File: src/inc/alin_pkg.sv
// constants, types and decode function for the accumulator load instruction block
package alin_pkg;

    // =====================================================================
    // instruction words
    // =====================================================================
    localparam logic [9:0] ALIN_OPC_PRESCALER = 10'h275;
    localparam logic [9:0] ALIN_OPC_POINTER_D = 10'h051;
    localparam logic [9:0] ALIN_OPC_INT_CTRL = 10'h253;
    localparam logic [9:0] ALIN_OPC_WAKE0 = 10'h256;
    localparam logic [9:0] ALIN_OPC_WAKE1 = 10'h259;
    localparam logic [9:0] ALIN_OPC_WAKE2 = 10'h25a;

    // =====================================================================
    // register map (byte addresses) and fields
    // =====================================================================
    localparam logic [7:0] ALIN_ADR_INSTR = 8'h00;
    localparam logic [7:0] ALIN_ADR_ACC = 8'h04;
    localparam logic [7:0] ALIN_ADR_REG_B = 8'h08;
    localparam logic [7:0] ALIN_ADR_CARRY = 8'h0c;
    localparam logic [7:0] ALIN_ADR_STATUS = 8'h10;
    localparam int unsigned ALIN_ST_HIT = 0;
    localparam int unsigned ALIN_ST_PEND = 1;
    localparam int unsigned ALIN_ST_OP_LSB = 8;
    localparam int unsigned ALIN_ST_WORD_LSB = 16;
    localparam logic [3:0] ALIN_RST_ACC = 4'h0;
    localparam logic [3:0] ALIN_RST_REG_B = 4'h0;
    localparam logic ALIN_RST_CARRY = 1'b0;
    localparam logic [9:0] ALIN_RST_WORD = 10'h000;
    localparam logic [31:0] ALIN_RD_ZERO = 32'h0000_0000;

    // =====================================================================
    // types
    // =====================================================================
    typedef enum logic [6:0] {
        ALIN_OP_NONE = 7'h01,
        ALIN_OP_PS = 7'h02,
        ALIN_OP_D = 7'h04,
        ALIN_OP_I1 = 7'h08,
        ALIN_OP_K0 = 7'h10,
        ALIN_OP_K1 = 7'h20,
        ALIN_OP_K2 = 7'h40
    } alin_op_t;

    typedef struct packed {
        logic [7:0] prescaler_count;
        logic [2:0] data_pointer_d;
        logic [3:0] int_ctrl_reg;
        logic [3:0] wake_ctrl_reg0;
        logic [3:0] wake_ctrl_reg1;
        logic [3:0] wake_ctrl_reg2;
    } alin_src_t;

    typedef struct packed {
        logic cyc;
        logic stb;
        logic we;
        logic [7:0] adr;
        logic [3:0] sel;
        logic [31:0] dat;
    } alin_wb_req_t;

    typedef struct packed {
        logic ack;
        logic [31:0] dat;
    } alin_wb_rsp_t;

    // =====================================================================
    // decode
    // =====================================================================
    function automatic alin_op_t alin_decode_f(input logic [9:0] word);
        alin_op_t op;
        op = ALIN_OP_NONE;
        if (word == ALIN_OPC_PRESCALER) op = ALIN_OP_PS;
        if (word == ALIN_OPC_POINTER_D) op = ALIN_OP_D;
        if (word == ALIN_OPC_INT_CTRL) op = ALIN_OP_I1;
        if (word == ALIN_OPC_WAKE0) op = ALIN_OP_K0;
        if (word == ALIN_OPC_WAKE1) op = ALIN_OP_K1;
        if (word == ALIN_OPC_WAKE2) op = ALIN_OP_K2;
        return op;
    endfunction : alin_decode_f

endpackage : alin_pkg

File: src/design/alin_decode.sv
// instruction word decoder for the accumulator load group
`timescale 1ns/1ps
module alin_decode import alin_pkg::*; (
    // instruction word in
    input wire logic [9:0] word,
    // decoded operation out
    output alin_op_t op,
    output logic hit
);

    // =====================================================================
    // decode
    // =====================================================================
    always_comb begin
        op = alin_decode_f(word);
        hit = (op != ALIN_OP_NONE);
    end

endmodule : alin_decode

File: src/design/alin_top.sv
// accumulator load instruction executor with wishbone register access
// Notes on behaviour
// - prescaler high nibble to B, low to accumulator
// - pointer D to accumulator bits 2-0, bit3 zero
// - word 253 copies interrupt control to accumulator
// - word 256 copies wake control zero
// - word 259 copies wake control one
// - word 25a copies wake control two
`timescale 1ns/1ps
module alin_top import alin_pkg::*; (
    // clock, reset, enable
    input wire logic clk,
    input wire logic rst_b,
    input wire logic ce,
    // core instruction port
    input wire logic instr_valid,
    input wire logic [9:0] instr_word,
    // source registers from the peripherals
    input wire alin_src_t src,
    // core results
    output logic [3:0] acc,
    output logic [3:0] reg_b,
    output logic carry_flag,
    output logic exec_done,
    // wishbone slave
    input wire alin_wb_req_t wb_req,
    output alin_wb_rsp_t wb_rsp
);

    // =====================================================================
    // declarations
    // =====================================================================
    logic [3:0] acc_q, acc_d;
    logic [3:0] reg_b_q, reg_b_d;
    logic carry_q, carry_d;
    logic done_q, done_d;
    logic hit_q, hit_d;
    alin_op_t last_op_q, last_op_d;
    logic [9:0] last_word_q, last_word_d;
    logic pend_q, pend_d;
    logic [9:0] bus_word_q, bus_word_d;
    logic ack_q, ack_d;
    logic [31:0] rdat_q, rdat_d;
    logic req;
    logic commit;
    logic wr_lo;
    logic fire;
    logic [9:0] cur_word;
    alin_op_t cur_op;
    logic cur_hit;

    // =====================================================================
    // instruction select and decode
    // =====================================================================
    // the core port has priority; a bus-issued word waits in bus_word_q while pend_q is set
    assign fire = instr_valid | pend_q;
    assign cur_word = instr_valid ? instr_word : bus_word_q;

    alin_decode u_decode (
        .word(cur_word),
        .op(cur_op),
        .hit(cur_hit)
    );

    // =====================================================================
    // wishbone slave
    // =====================================================================
    assign req = wb_req.cyc & wb_req.stb;
    // a write takes effect at the edge where ack is seen high
    assign commit = req & ack_q & wb_req.we;
    assign wr_lo = commit & wb_req.sel[0];

    always_comb begin
        ack_d = 1'b0;
        rdat_d = rdat_q;
        if (req && !ack_q) begin
            // an instruction write stalls while a bus word is still pending
            ack_d = !(wb_req.we && wb_req.adr == ALIN_ADR_INSTR && pend_q);
            rdat_d = ALIN_RD_ZERO;
            unique case (wb_req.adr)
                ALIN_ADR_INSTR: rdat_d[9:0] = bus_word_q;
                ALIN_ADR_ACC: rdat_d[3:0] = acc_q;
                ALIN_ADR_REG_B: rdat_d[3:0] = reg_b_q;
                ALIN_ADR_CARRY: rdat_d[0] = carry_q;
                ALIN_ADR_STATUS: begin
                    rdat_d[ALIN_ST_HIT] = hit_q;
                    rdat_d[ALIN_ST_PEND] = pend_q;
                    rdat_d[ALIN_ST_OP_LSB +: 7] = last_op_q;
                    rdat_d[ALIN_ST_WORD_LSB +: 10] = last_word_q;
                end
                default: rdat_d = ALIN_RD_ZERO;
            endcase
        end
    end

    always_ff @(posedge clk or negedge rst_b) begin
        if (!rst_b) begin
            ack_q <= 1'b0;
            rdat_q <= ALIN_RD_ZERO;
        end else if (ce) begin
            ack_q <= ack_d;
            rdat_q <= rdat_d;
        end
    end

    assign wb_rsp.ack = ack_q;
    assign wb_rsp.dat = rdat_q;

    // =====================================================================
    // bus instruction holding register
    // =====================================================================
    always_comb begin
        pend_d = pend_q;
        bus_word_d = bus_word_q;
        if (pend_q && !instr_valid) begin
            pend_d = 1'b0;
        end
        if (commit && wb_req.adr == ALIN_ADR_INSTR) begin
            pend_d = 1'b1;
            if (wb_req.sel[0]) bus_word_d[7:0] = wb_req.dat[7:0];
            if (wb_req.sel[1]) bus_word_d[9:8] = wb_req.dat[9:8];
        end
    end

    always_ff @(posedge clk or negedge rst_b) begin
        if (!rst_b) begin
            pend_q <= 1'b0;
            bus_word_q <= ALIN_RST_WORD;
        end else if (ce) begin
            pend_q <= pend_d;
            bus_word_q <= bus_word_d;
        end
    end

    // =====================================================================
    // execution: accumulator, register B, carry
    // =====================================================================
    always_comb begin
        acc_d = acc_q;
        reg_b_d = reg_b_q;
        carry_d = carry_q;
        done_d = 1'b0;
        hit_d = hit_q;
        last_op_d = last_op_q;
        last_word_d = last_word_q;
        if (wr_lo && wb_req.adr == ALIN_ADR_ACC) acc_d = wb_req.dat[3:0];
        if (wr_lo && wb_req.adr == ALIN_ADR_REG_B) reg_b_d = wb_req.dat[3:0];
        if (wr_lo && wb_req.adr == ALIN_ADR_CARRY) carry_d = wb_req.dat[0];
        if (fire) begin
            // carry is only ever written from the bus, never by these loads
            done_d = cur_hit;
            hit_d = cur_hit;
            last_op_d = cur_op;
            last_word_d = cur_word;
            // sources are sampled only; no strobe goes back to them
            unique case (cur_op)
                ALIN_OP_PS: begin
                    reg_b_d = src.prescaler_count[7:4];
                    acc_d = src.prescaler_count[3:0];
                end
                ALIN_OP_D: acc_d = {1'b0, src.data_pointer_d};
                ALIN_OP_I1: acc_d = src.int_ctrl_reg;
                ALIN_OP_K0: acc_d = src.wake_ctrl_reg0;
                ALIN_OP_K1: acc_d = src.wake_ctrl_reg1;
                ALIN_OP_K2: acc_d = src.wake_ctrl_reg2;
                ALIN_OP_NONE: acc_d = acc_d;
            endcase
        end
    end

    always_ff @(posedge clk or negedge rst_b) begin
        if (!rst_b) begin
            acc_q <= ALIN_RST_ACC;
            reg_b_q <= ALIN_RST_REG_B;
            carry_q <= ALIN_RST_CARRY;
            done_q <= 1'b0;
            hit_q <= 1'b0;
            last_op_q <= ALIN_OP_NONE;
            last_word_q <= ALIN_RST_WORD;
        end else if (ce) begin
            acc_q <= acc_d;
            reg_b_q <= reg_b_d;
            carry_q <= carry_d;
            done_q <= done_d;
            hit_q <= hit_d;
            last_op_q <= last_op_d;
            last_word_q <= last_word_d;
        end
    end

    assign acc = acc_q;
    assign reg_b = reg_b_q;
    assign carry_flag = carry_q;
    assign exec_done = done_q;

    logic bus_carry_wr;
    logic bus_b_wr;
    assign bus_carry_wr = wr_lo && wb_req.adr == ALIN_ADR_CARRY;
    assign bus_b_wr = wr_lo && wb_req.adr == ALIN_ADR_REG_B;

    logic instr_blocked;
    assign instr_blocked = wb_req.we && wb_req.adr == ALIN_ADR_INSTR && pend_q;
endmodule : alin_top

File: config.mk
export PLATFORM = sky130hd
export DESIGN_NAME = alin_top
export DESIGN_NICKNAME = d
export VERILOG_FILES = /design/src/inc/alin_pkg.sv /design/src/design/alin_decode.sv /design/src/design/alin_top.sv
export SDC_FILE = /design/constraint.sdc
export NUM_CORES = 1
export LEC_CHECK = 0
export BUFFER_PORTS_ARGS = -buffer_cell sky130_fd_sc_hd__buf_2
export CAP_MARGIN = 20
export CORE_ASPECT_RATIO = 0.9
export CORE_MARGIN = 2
export CORE_UTILIZATION = 49
export CTS_CLUSTER_DIAMETER = 60
export DETAILED_ROUTE_END_ITERATION = 7
export PLACE_DENSITY = 0.89
export SETUP_SLACK_MARGIN = 0.4
export SLEW_MARGIN = 30
export SYNTH_ARGS = -nofsm -noshare
export SYNTH_HDL_FRONTEND = slang
export SYNTH_SLANG_ARGS = --single-unit
File: constraint.sdc
create_clock -name clk -period 2.3 [get_ports clk]
set_input_delay 0.345 -clock clk [delete_from_list [all_inputs] [get_ports clk]]
set_output_delay 0.345 -clock clk [all_outputs]
set_load 0.05 [all_outputs]
==> flow_summary.toml, run 1 <==
[power]
ir_worst_vdd_v = 0.000334
power.leakage_nw = 2.41
cellPowerDensity_nw_per_um2 = 558

[sta]
fmax_mhz = 454
period_share = 0.957
worst_pin_slew_ns = 0.668
slew_violations = 0
hold_violations = 0
setup_ws_ns = 0.0979
tns_ns = 0
rsz0062_at_grt = "true"
slew_headroom = 0.551
period_needed_ns = 2.20
setup_viol = 0
fin_skew_ns = 0.0106

[grt]
track_usage = 0.285
antenna_found_initial = 0
grt_max_degree = 42
grt_pass1_vias = 3511
grt_pass1_wl_mm = 17.3
overflow = 0

[cells_and_area]
final_util = 0.695
diodes = 0
multi_input_area_um2 = 1960
syn_to_final_growth_pct = 39.4
final_cells = 595
regArea_um2 = 1630
num-fill-cells = 494
drive_gt1_frac = 0.446
nNetsFinal = 585

[clock_tree]
clockBufferDepth = 2
insertion_delay_ns = 0.35
root_buffer = "clkbuf_8"
cts_sinks = 65
numCtsBuffers = 9
clkTransAtPathRegs_ns = 0.08
htree_levels = 3
cts_tree = "done"

[logic_synthesis]
yosysMostFrequentCell = "nand2_1"
syn-cell-area_um2 = 3470
synth.avg_cell_area_um2 = 9.70
synth_cells = 358
ys_seq_area_frac = 0.469
synth_warnings = 0
synth_area_leaders = "dfrtp_1 (46%), nand2_1 (8.4%), mux2_2 (5.2%)"
yosys.area.top_type = "dfrtp_1"
ys.flop_type = "dfrtp_1"
yosys-top-cells-count = "nand2_1 (78), dfrtp_1 (64), o21ai_0 (27), nor2_1 (18), mux2_2 (16)"
synth.top_cell.area_share = 0.461
synth_seq_cells = 65
synth_edf_count = 0
async_flop_share = 1.00
synth.distinct_cells = 49

[place]
post-place-cells = 558
port_buffers = 99
preCtsSetupSlack_ns = -0.199
hpwl_mm = 7.46
place.gp.congestion = 0.946

[setup_path]
cp.required_ns = 2.54
critPathKind = "reg -> reg"
cp_max_fo = 4
cp-start-kind = "flip-flop"
r2r_start = "bus_word_q[6]"
crit_start = "bus_word_q[6]"
worstSetupEndpointType = "flip-flop"
arrival_ns = 2.44

[die]
pin_count = 131
start_util = 0.499
die_x_um = 92.7
die_h_um = 83.9
rows = 29
core_um2 = 6970
dieArea_um2 = 7780

[routing]
ant_nets = 0
routedWlPerCell_um = 19.3
wl_mm = 11.5
first_pass_iters = 5
drcViolationCount = 0
vias_per_cell = 6.01
vias = 3573
drtIter0Drc = 421

[outcome]
status = "finished, final reports clean"

[flow_run]
drv_cap = 0

[worst_hold_path]
hp-class = "in -> async"
## cells in the final DEF (no fill, tap or decap), types with 4 or more instances in the layout
cell type	instances
inv_1	7
nand3_1	9
buf_2	98
dfrtp_1	60
a21oi_1	6
clkbuf_8	9
buf_6	7
nor2_1	16
o21ai_0	26
buf_4	38
a22o_1	8
mux2i_1	12
dfrtp_2	4
nor3_4	4
nor3_1	4
conb_1	7
and3_1	8
nor3b_4	4
a22oi_1	6
mux2_2	14
nand2_1	75
## final cells by class
type	count	area share
multi-input cells	268	0.404
flip-flops and latches	65	0.337
repair buffers	146	0.189
clock buffers	10	0.0264
well taps	93	0.0240
clock inverters	6	0.0140
inverters	7	0.00543
## timing repair
action                                  4_1_cts  5_1_grt
pin swaps                                     6       13
setup buffers                                12        9
hold buffers                                  0        0
endpoints found under the setup margin       22       22
gates cloned                                  0        0
gates resized for setup                      30       13
## logic make-up (layout without fill, tap and decap cells)
family | count (synthesis) | after routing | share of synthesized area
flip-flops | 65 | 65 | 0.469
AO/OA/AOI/OAI | 81 | 81 | 0.166
other | 1 | 7 | 0.00108
multiplexers | 32 | 32 | 0.0991
buffers and inverters | 31 | 169 | 0.0443
AND/OR/NAND/NOR | 148 | 148 | 0.220
## metrics by stage
| step | instance area [um^2] | hold slack [ns] | power [W] |
|---|---|---|---|
| after global placement | 4260 | 0.380 | 0.00168 |
| after floorplan | 3550 | 0.0494 | 0.00153 |
| final | 4840 | 0.00785 | 0.00270 |
| after detailed placement | 4260 | 0.389 | 0.00170 |
| after global routing | 4840 | 0.0443 | 0.00279 |
| after CTS | 4710 | 0.0125 | 0.00268 |
## per-layer routing
layer / part of all wire / routed length, um / track usage / up-vias
li1: - / - / - / 1568
met2: 0.47 / 5340 / 0.437 / 236
met5: 0 / 0 / 0 / -
met4: 0.038 / 439 / 0.152 / 0
met1: 0.41 / 4650 / 0.369 / 1714
met3: 0.091 / 1050 / 0.0786 / 55
## power by group
group / leakage (nW) / switching [W] / total, W / internal (W)
Clock: 0.0929 / 0.000479 / 0.000983 / 0.000504
Combinational: 1.45 / 0.000325 / 0.000488 / 0.000163
Sequential: 0.865 / 0.0000389 / 0.00123 / 0.00119
Total: 2.41 / 0.000843 / 0.00270 / 0.00186
## flip-flops by register name (all words and copies together) (netlist names)
name	count
rdat_q	25
last_op_q	7
carry_flag	1
reg_b	4
bus_word_q	10
acc	4
pend_q	1
hit_q	1
last_word_q	10
exec_done	1
ack_q	1
## final timing paths
check / endpoint / slack (ns) / cells past startpoint
worst max-delay path: hit_q / 0.1 / 10
worst min-delay path: bus_word_q[6] / 0.008 / 1
worst max register to register: hit_q / 0.1 / 10
worst min register to register: rdat_q[4] / 0.48 / 2
max in group asynchronous: last_op_q[0] / 1.59 / 2
min in group clk: bus_word_q[9] / 0.22 / 2
## critical path: stages (launching register included)
cell      delay (ns)
dfrtp_1         0.39
and4bb_4        0.24
buf_4           0.15
o221ai_4        0.26
o32ai_2         0.11
buf_4           0.16
nor4_4          0.25
buf_4           0.19
buf_6           0.13
nand2_2         0.07
o21a_1          0.14
No activity file was read; power rests on OpenSTA's default activity.
==> run 2: changes to the inputs <==
Settings changed: ABC_AREA from default to 1, CORE_UTILIZATION 49 to 51, GPL_TIMING_DRIVEN from default to 0, PLACE_DENSITY 0.89 to 0.9, SYNTH_HIERARCHICAL from default to 1.
==> flow_summary.toml, run 2 <==
[sta]
fmax_mhz = 404
setup_ws_ns = -0.173
period_needed_ns = 2.47
fin_skew_ns = 0.0103
slew_headroom = 0.468
tns_ns = -0.823
worst_pin_slew_ns = 0.798
setup_viol = 8
period_share = 1.08
hold_violations = 0
slew_violations = 0
rsz0062_at_grt = "true"

[setup_path]
r2r_start = "bus_word_q[9]"
worstSetupEndpointType = "flip-flop"
critPathKind = "reg -> reg"
cp_max_fo = 6
crit_start = "bus_word_q[9]"
cp-start-kind = "flip-flop"
arrival_ns = 2.73
cp.required_ns = 2.56

[outcome]
status = "finished, violations left"
violations = "setup timing"

[die]
core_um2 = 7180
pin_count = 131
die_h_um = 86.3
rows = 29
die_x_um = 95.5
start_util = 0.534
dieArea_um2 = 8240

[clock_tree]
insertion_delay_ns = 0.37
root_buffer = "clkbuf_8"
numCtsBuffers = 9
htree_levels = 3
cts_tree = "done"
clockBufferDepth = 2
cts_sinks = 65
clkTransAtPathRegs_ns = 0.08

[logic_synthesis]
synth.avg_cell_area_um2 = 7.44
synth_compound_area_frac = 0.115
synthXorXnorAreaFrac = 0
synth.top_cell.area_share = 0.417
synth_warnings = 6
yosysMostFrequentCell = "nand2_1"
syn-cell-area_um2 = 3840
synthMuxAreaShare = 0.0137
ys.flop_type = "dfrtp_1"
synth_top_family_by_area = "simple AND/OR/NAND/NOR gates"
synth_cells = 516
synth_area_leaders = "dfrtp_1 (42%), nand2_1 (16%), nand3_1 (7.7%)"
synth_fa_ha_area_frac = 0
synth_seq_cells = 65
yosys-top-cells-count = "nand2_1 (159), inv_1 (65), dfrtp_1 (64), nand3_1 (59), nor2_1 (46)"
ys_seq_area_frac = 0.424
synthSimpleGateAreaFrac = 0.342
yosys.area.top_type = "dfrtp_1"
async_flop_share = 1.00
synth.distinct_cells = 30
synth_edf_count = 0

[place]
port_buffers = 99
placed_area_um2 = 4680
hpwl_mm = 7.66
post-place-cells = 714
place.gp.congestion = 0.888
preCtsSetupSlack_ns = -0.363

[routing]
drtIter0Drc = 448
ant_nets = 0
vias_per_cell = 5.87
vias = 4456
drcViolationCount = 0
first_pass_iters = 6
wl_mm = 13.4
routedWlPerCell_um = 17.6

[cells_and_area]
most-common-layout-cells = "nand2_1 (146), buf_2 (103), dfrtp_1 (64)"
final_cell_area_um2 = 5350
layout_commonest_cell = "nand2_1"
diodes = 0
top_register = "rdat_q"
syn_to_final_growth_pct = 39.4
nNetsFinal = 749
final_cells = 759
largest_registers = "rdat_q: 25 flops, bus_word_q: 10 flops, last_word_q: 10 flops"
drive_gt1_frac = 0.429
largest_register_ffs = 25

[grt]
track_usage = 0.289
grt_max_degree = 66
overflow = 0
grt_pass1_vias = 4118
grt_pass1_wl_mm = 18.4
antenna_found_initial = 0

[flow_run]
drv_cap = 0

[power]
power.leakage_nw = 2.71
ir_worst_vdd_v = 0.000305
cellPowerDensity_nw_per_um2 = 509
total_power_w = 0.00272

[worst_hold_path]
hp-class = "in -> async"
## run 2: logic make-up after synthesis
kind of cell	count (synthesis)
AND/OR/NAND/NOR	294
buffers and inverters	90
flip-flops	65
AO/OA/AOI/OAI	62
multiplexers	4
other	1
## run 2: layout make-up
class	count	area, um^2
multi-input cells	367	2230
fillers	458	1830
flip-flops and latches	65	1630
repair buffers	128	734
inverters	67	251
plain buffers	23	181
clock buffers	12	165
well taps	93	116
clock inverters	4	50.0
## run 2: worst max-delay path: stages, from the launching register on
cell,delay [ns]
dfrtp_1,0.36
inv_2,0.07
o21ai_4,0.15
inv_2,0.07
nor2_4,0.24
nand3_2,0.15
nor2_4,0.16
nor2_2,0.06
nand2_2,0.08
nor2_4,0.06
inv_2,0.09
nand2_4,0.07
nor2_4,0.23
nand2_1,0.12
nand2_2,0.10
nor2_4,0.05
nand3_1,0.07
nand4_1,0.09
nand2_1,0.09
nand2_1,0.06
## run 2: metrics by stage
step           hold slack (ns)   util
6_report                0.0585  0.745
5_1_grt                  0.149  0.745
4_1_cts                 0.0899  0.713
3_5_place_dp             0.473  0.651
3_3_place_gp             0.464  0.650
2_1_floorplan           0.0494      -
## run 2: power breakdown
| group | total [W] | internal, W | switching [W] |
|---|---|---|---|
| registers | 0.00121 | 0.00118 | 0.0000254 |
| logic | 0.000454 | 0.000138 | 0.000315 |
| clock network | 0.00106 | 0.000587 | 0.000475 |
## run 2: timing repair
item                       CTS  global route
setup endpoints to repair    8             8
setup buffers               17            11
hold buffers                 0             0
resized for setup           34            37
pin swaps                   25            32
gates cloned                 1             0
## run 2: worst paths after layout
path / to / slack, ns / cells past startpoint
max reg2reg: acc[0] / -0.17 / 19
min reg2reg: rdat_q[19] / 0.48 / 2
max in group asynchronous: bus_word_q[0] / 1.71 / 1
max: acc[0] / -0.17 / 19
min: rdat_q[24] / 0.06 / 1
min in group clk: bus_word_q[6] / 0.21 / 2
## run 2: layer usage
layer | track usage | up-vias | wire length (um) | part of all wire
met5 | 0 | - | 0 | 0
met4 | 0.134 | 0 | 952 | 0.071
met3 | 0.0896 | 112 | 1480 | 0.11
met2 | 0.494 | 353 | 6220 | 0.47
met1 | 0.331 | 2056 | 4710 | 0.35
li1 | - | 1935 | - | -
==> run 3: changes to the inputs <==
Settings changed: BUFFER_PORTS_ARGS -buffer_cell sky130_fd_sc_hd__buf_2 to -buffer_cell sky130_fd_sc_hd__buf_4.
==> flow_summary.toml, run 3 (synthesis results as in run 2) <==
[grt]
grt_pass1_vias = 4141
grt_max_degree = 66
grt_pass1_wl_mm = 19.0
track_usage = 0.296
overflow = 0
antenna_found_initial = 0

[clock_tree]
cts-hold-fix-buffers = 0
numCtsBuffers = 9
clockBufferDepth = 2
htree_levels = 3
clkTransAtPathRegs_ns = 0.08
insertion_delay_ns = 0.35
root_buffer = "clkbuf_8"
cts_sinks = 65
cts_tree = "done"

[power]
power.leakage_nw = 2.74
sequentialPowerShare = 0.470
p_switching_w = 0.000801
p_comb_frac = 0.192
ir_worst_vdd_v = 0.000268
swShare = 0.312
p_int_w = 0.00177
p_clk_frac = 0.338
cellPowerDensity_nw_per_um2 = 465

[sta]
tns_ns = -1.62
slew_violations = 0
setup_viol = 8
hold_ws_ns = 0.0893
slew_headroom = 0.453
rsz0062_at_grt = "true"
hold_violations = 0
worst_pin_slew_ns = 0.821
setup_ws_ns = -0.235
period_share = 1.10
period_needed_ns = 2.53
fin_skew_ns = 0.0127
fmax_mhz = 394

[flow_run]
drv_cap = 0

[die]
start_util = 0.534
core_um2 = 7180
pin_count = 131
die_h_um = 86.3
dieArea_um2 = 8240
die_x_um = 95.5
rows = 29

[setup_path]
cp.required_ns = 2.59
worstSetupEndpointType = "flip-flop"
reg2reg_slack_ns = -0.23
arrival_ns = 2.82
crit_chain = "inv_2 -> o21ai_4 -> inv_1 -> nor2_2 -> nand3_2 -> nor2_4 -> nor2_1 -> nand2_1 -> nor2_4 -> inv_2 -> nand2_4 -> nor2_4 -> buf_4 -> nand3_1 -> nand3_1 -> nor2_1 -> nand4_1 -> nand2_1 -> nand2_1"
critPathKind = "reg -> reg"
cpMaxStageDelayCell = "dfrtp_1"
regToRegEndpoint = "acc[0]"
r2r_cells = 19
cp-start-kind = "flip-flop"
crit_family = "simple AND/OR/NAND/NOR gates"
cp_max_fo = 7
r2r_start = "bus_word_q[1]"
path_buf_inv = 4
max_stage_delay_ns = 0.36

[outcome]
status = "finished, violations left"
violations = "setup timing"

[routing]
wl_mm = 13.5
vias_per_cell = 5.89
drtIter0Drc = 519
vias = 4473
drcViolationCount = 0
routedWlPerCell_um = 17.8
first_pass_iters = 7
ant_nets = 0

[cells_and_area]
syn_to_final_growth_pct = 44.0
drive_gt1_frac = 0.422
diodes = 0
nNetsFinal = 750
largest_registers = "rdat_q: 25 flops, bus_word_q: 10 flops, last_word_q: 10 flops"
top_register = "rdat_q"
largest_register_ffs = 25
layout_commonest_cell = "nand2_1"
most-common-layout-cells = "nand2_1 (147), buf_4 (135), dfrtp_1 (64)"

[place]
place.gp.congestion = 0.896
port_buffers = 99
hpwl_mm = 7.95

[worst_hold_path]
hp-class = "in -> async"
run 3: cell types whose count changed in the layout (fill, tap and decap cells not counted), moves of 2 or more:
cell / previous run / this run
nor2_2: 14 / 11
inv_2: 15 / 17
buf_6: 9 / 7
clkbuf_1: 3 / 5
buf_2: 103 / 5
nor2_1: 22 / 26
buf_4: 34 / 135
inv_1: 52 / 50
clkbuf_8: 12 / 10
run 3: worst register-to-register path: stages, from the launching register on:
cell	delay [ns]
dfrtp_1	0.36
inv_2	0.06
o21ai_4	0.17
inv_1	0.14
nor2_2	0.24
nand3_2	0.14
nor2_4	0.13
nor2_1	0.07
nand2_1	0.12
nor2_4	0.06
inv_2	0.07
nand2_4	0.06
nor2_4	0.24
buf_4	0.16
nand3_1	0.06
nand3_1	0.13
nor2_1	0.07
nand4_1	0.08
nand2_1	0.07
nand2_1	0.06
run 3: worst max-delay path by stage:
stage / to / slack, ns / startpoint / cells after the start
after floorplan: acc[0] / 0.15 / instr_valid / 19
after global placement: acc[0] / -0.27 / instr_valid / 18
after detailed placement: acc[1] / -0.35 / instr_valid / 20
after CTS: acc[1] / 0.12 / bus_word_q[9] / 19
after global routing: acc[2] / -0.34 / bus_word_q[1] / 19
final: acc[0] / -0.23 / bus_word_q[1] / 19
run 3: power groups by stage:
stage	Sequential [W]	Clock (W)	Combinational [W]
2_1_floorplan	0.00127	0	0.000214
5_1_grt	0.00121	0.000922	0.000525
3_3_place_gp	0.00122	0	0.000431
4_1_cts	0.00121	0.000858	0.000455
3_5_place_dp	0.00123	0	0.000441
6_report	0.00121	0.000869	0.000495
run 3: final cells by class:
cell class | count | area (um^2)
multi-input combinational | 367 | 2210
fill | 456 | 1660
sequential | 65 | 1630
timing repair buffer | 129 | 980
inverter | 67 | 251
buffer | 23 | 181
clock buffer | 12 | 145
tap | 93 | 116
clock inverter | 3 | 17.5
run 3: repair_timing:
item / in CTS / in global routing
setup buffers: 16 / 13
setup endpoints to repair: 8 / 8
pin swaps: 33 / 36
gates cloned: 1 / 0
gates resized for setup: 33 / 33
run 3: layer usage:
layer  vias up  part of all wire  GRT usage
li1       1934                 -          -
met5         -                 0          0
met1      2058              0.36      0.351
met3       105             0.097     0.0704
met4         0             0.053      0.100
met2       376              0.49      0.525
run 3: per-stage QoR:
step	util	cells	setup WS (ns)	total power, W	area (um^2)
floorplan	-	522	0.146	0.00148	4060
global placement	0.685	714	-0.274	0.00166	4920
finish	0.770	759	-0.235	0.00257	5530
global route	0.770	759	-0.339	0.00266	5530
CTS	0.738	746	0.122	0.00252	5300
detailed placement	0.685	714	-0.354	0.00167	4920
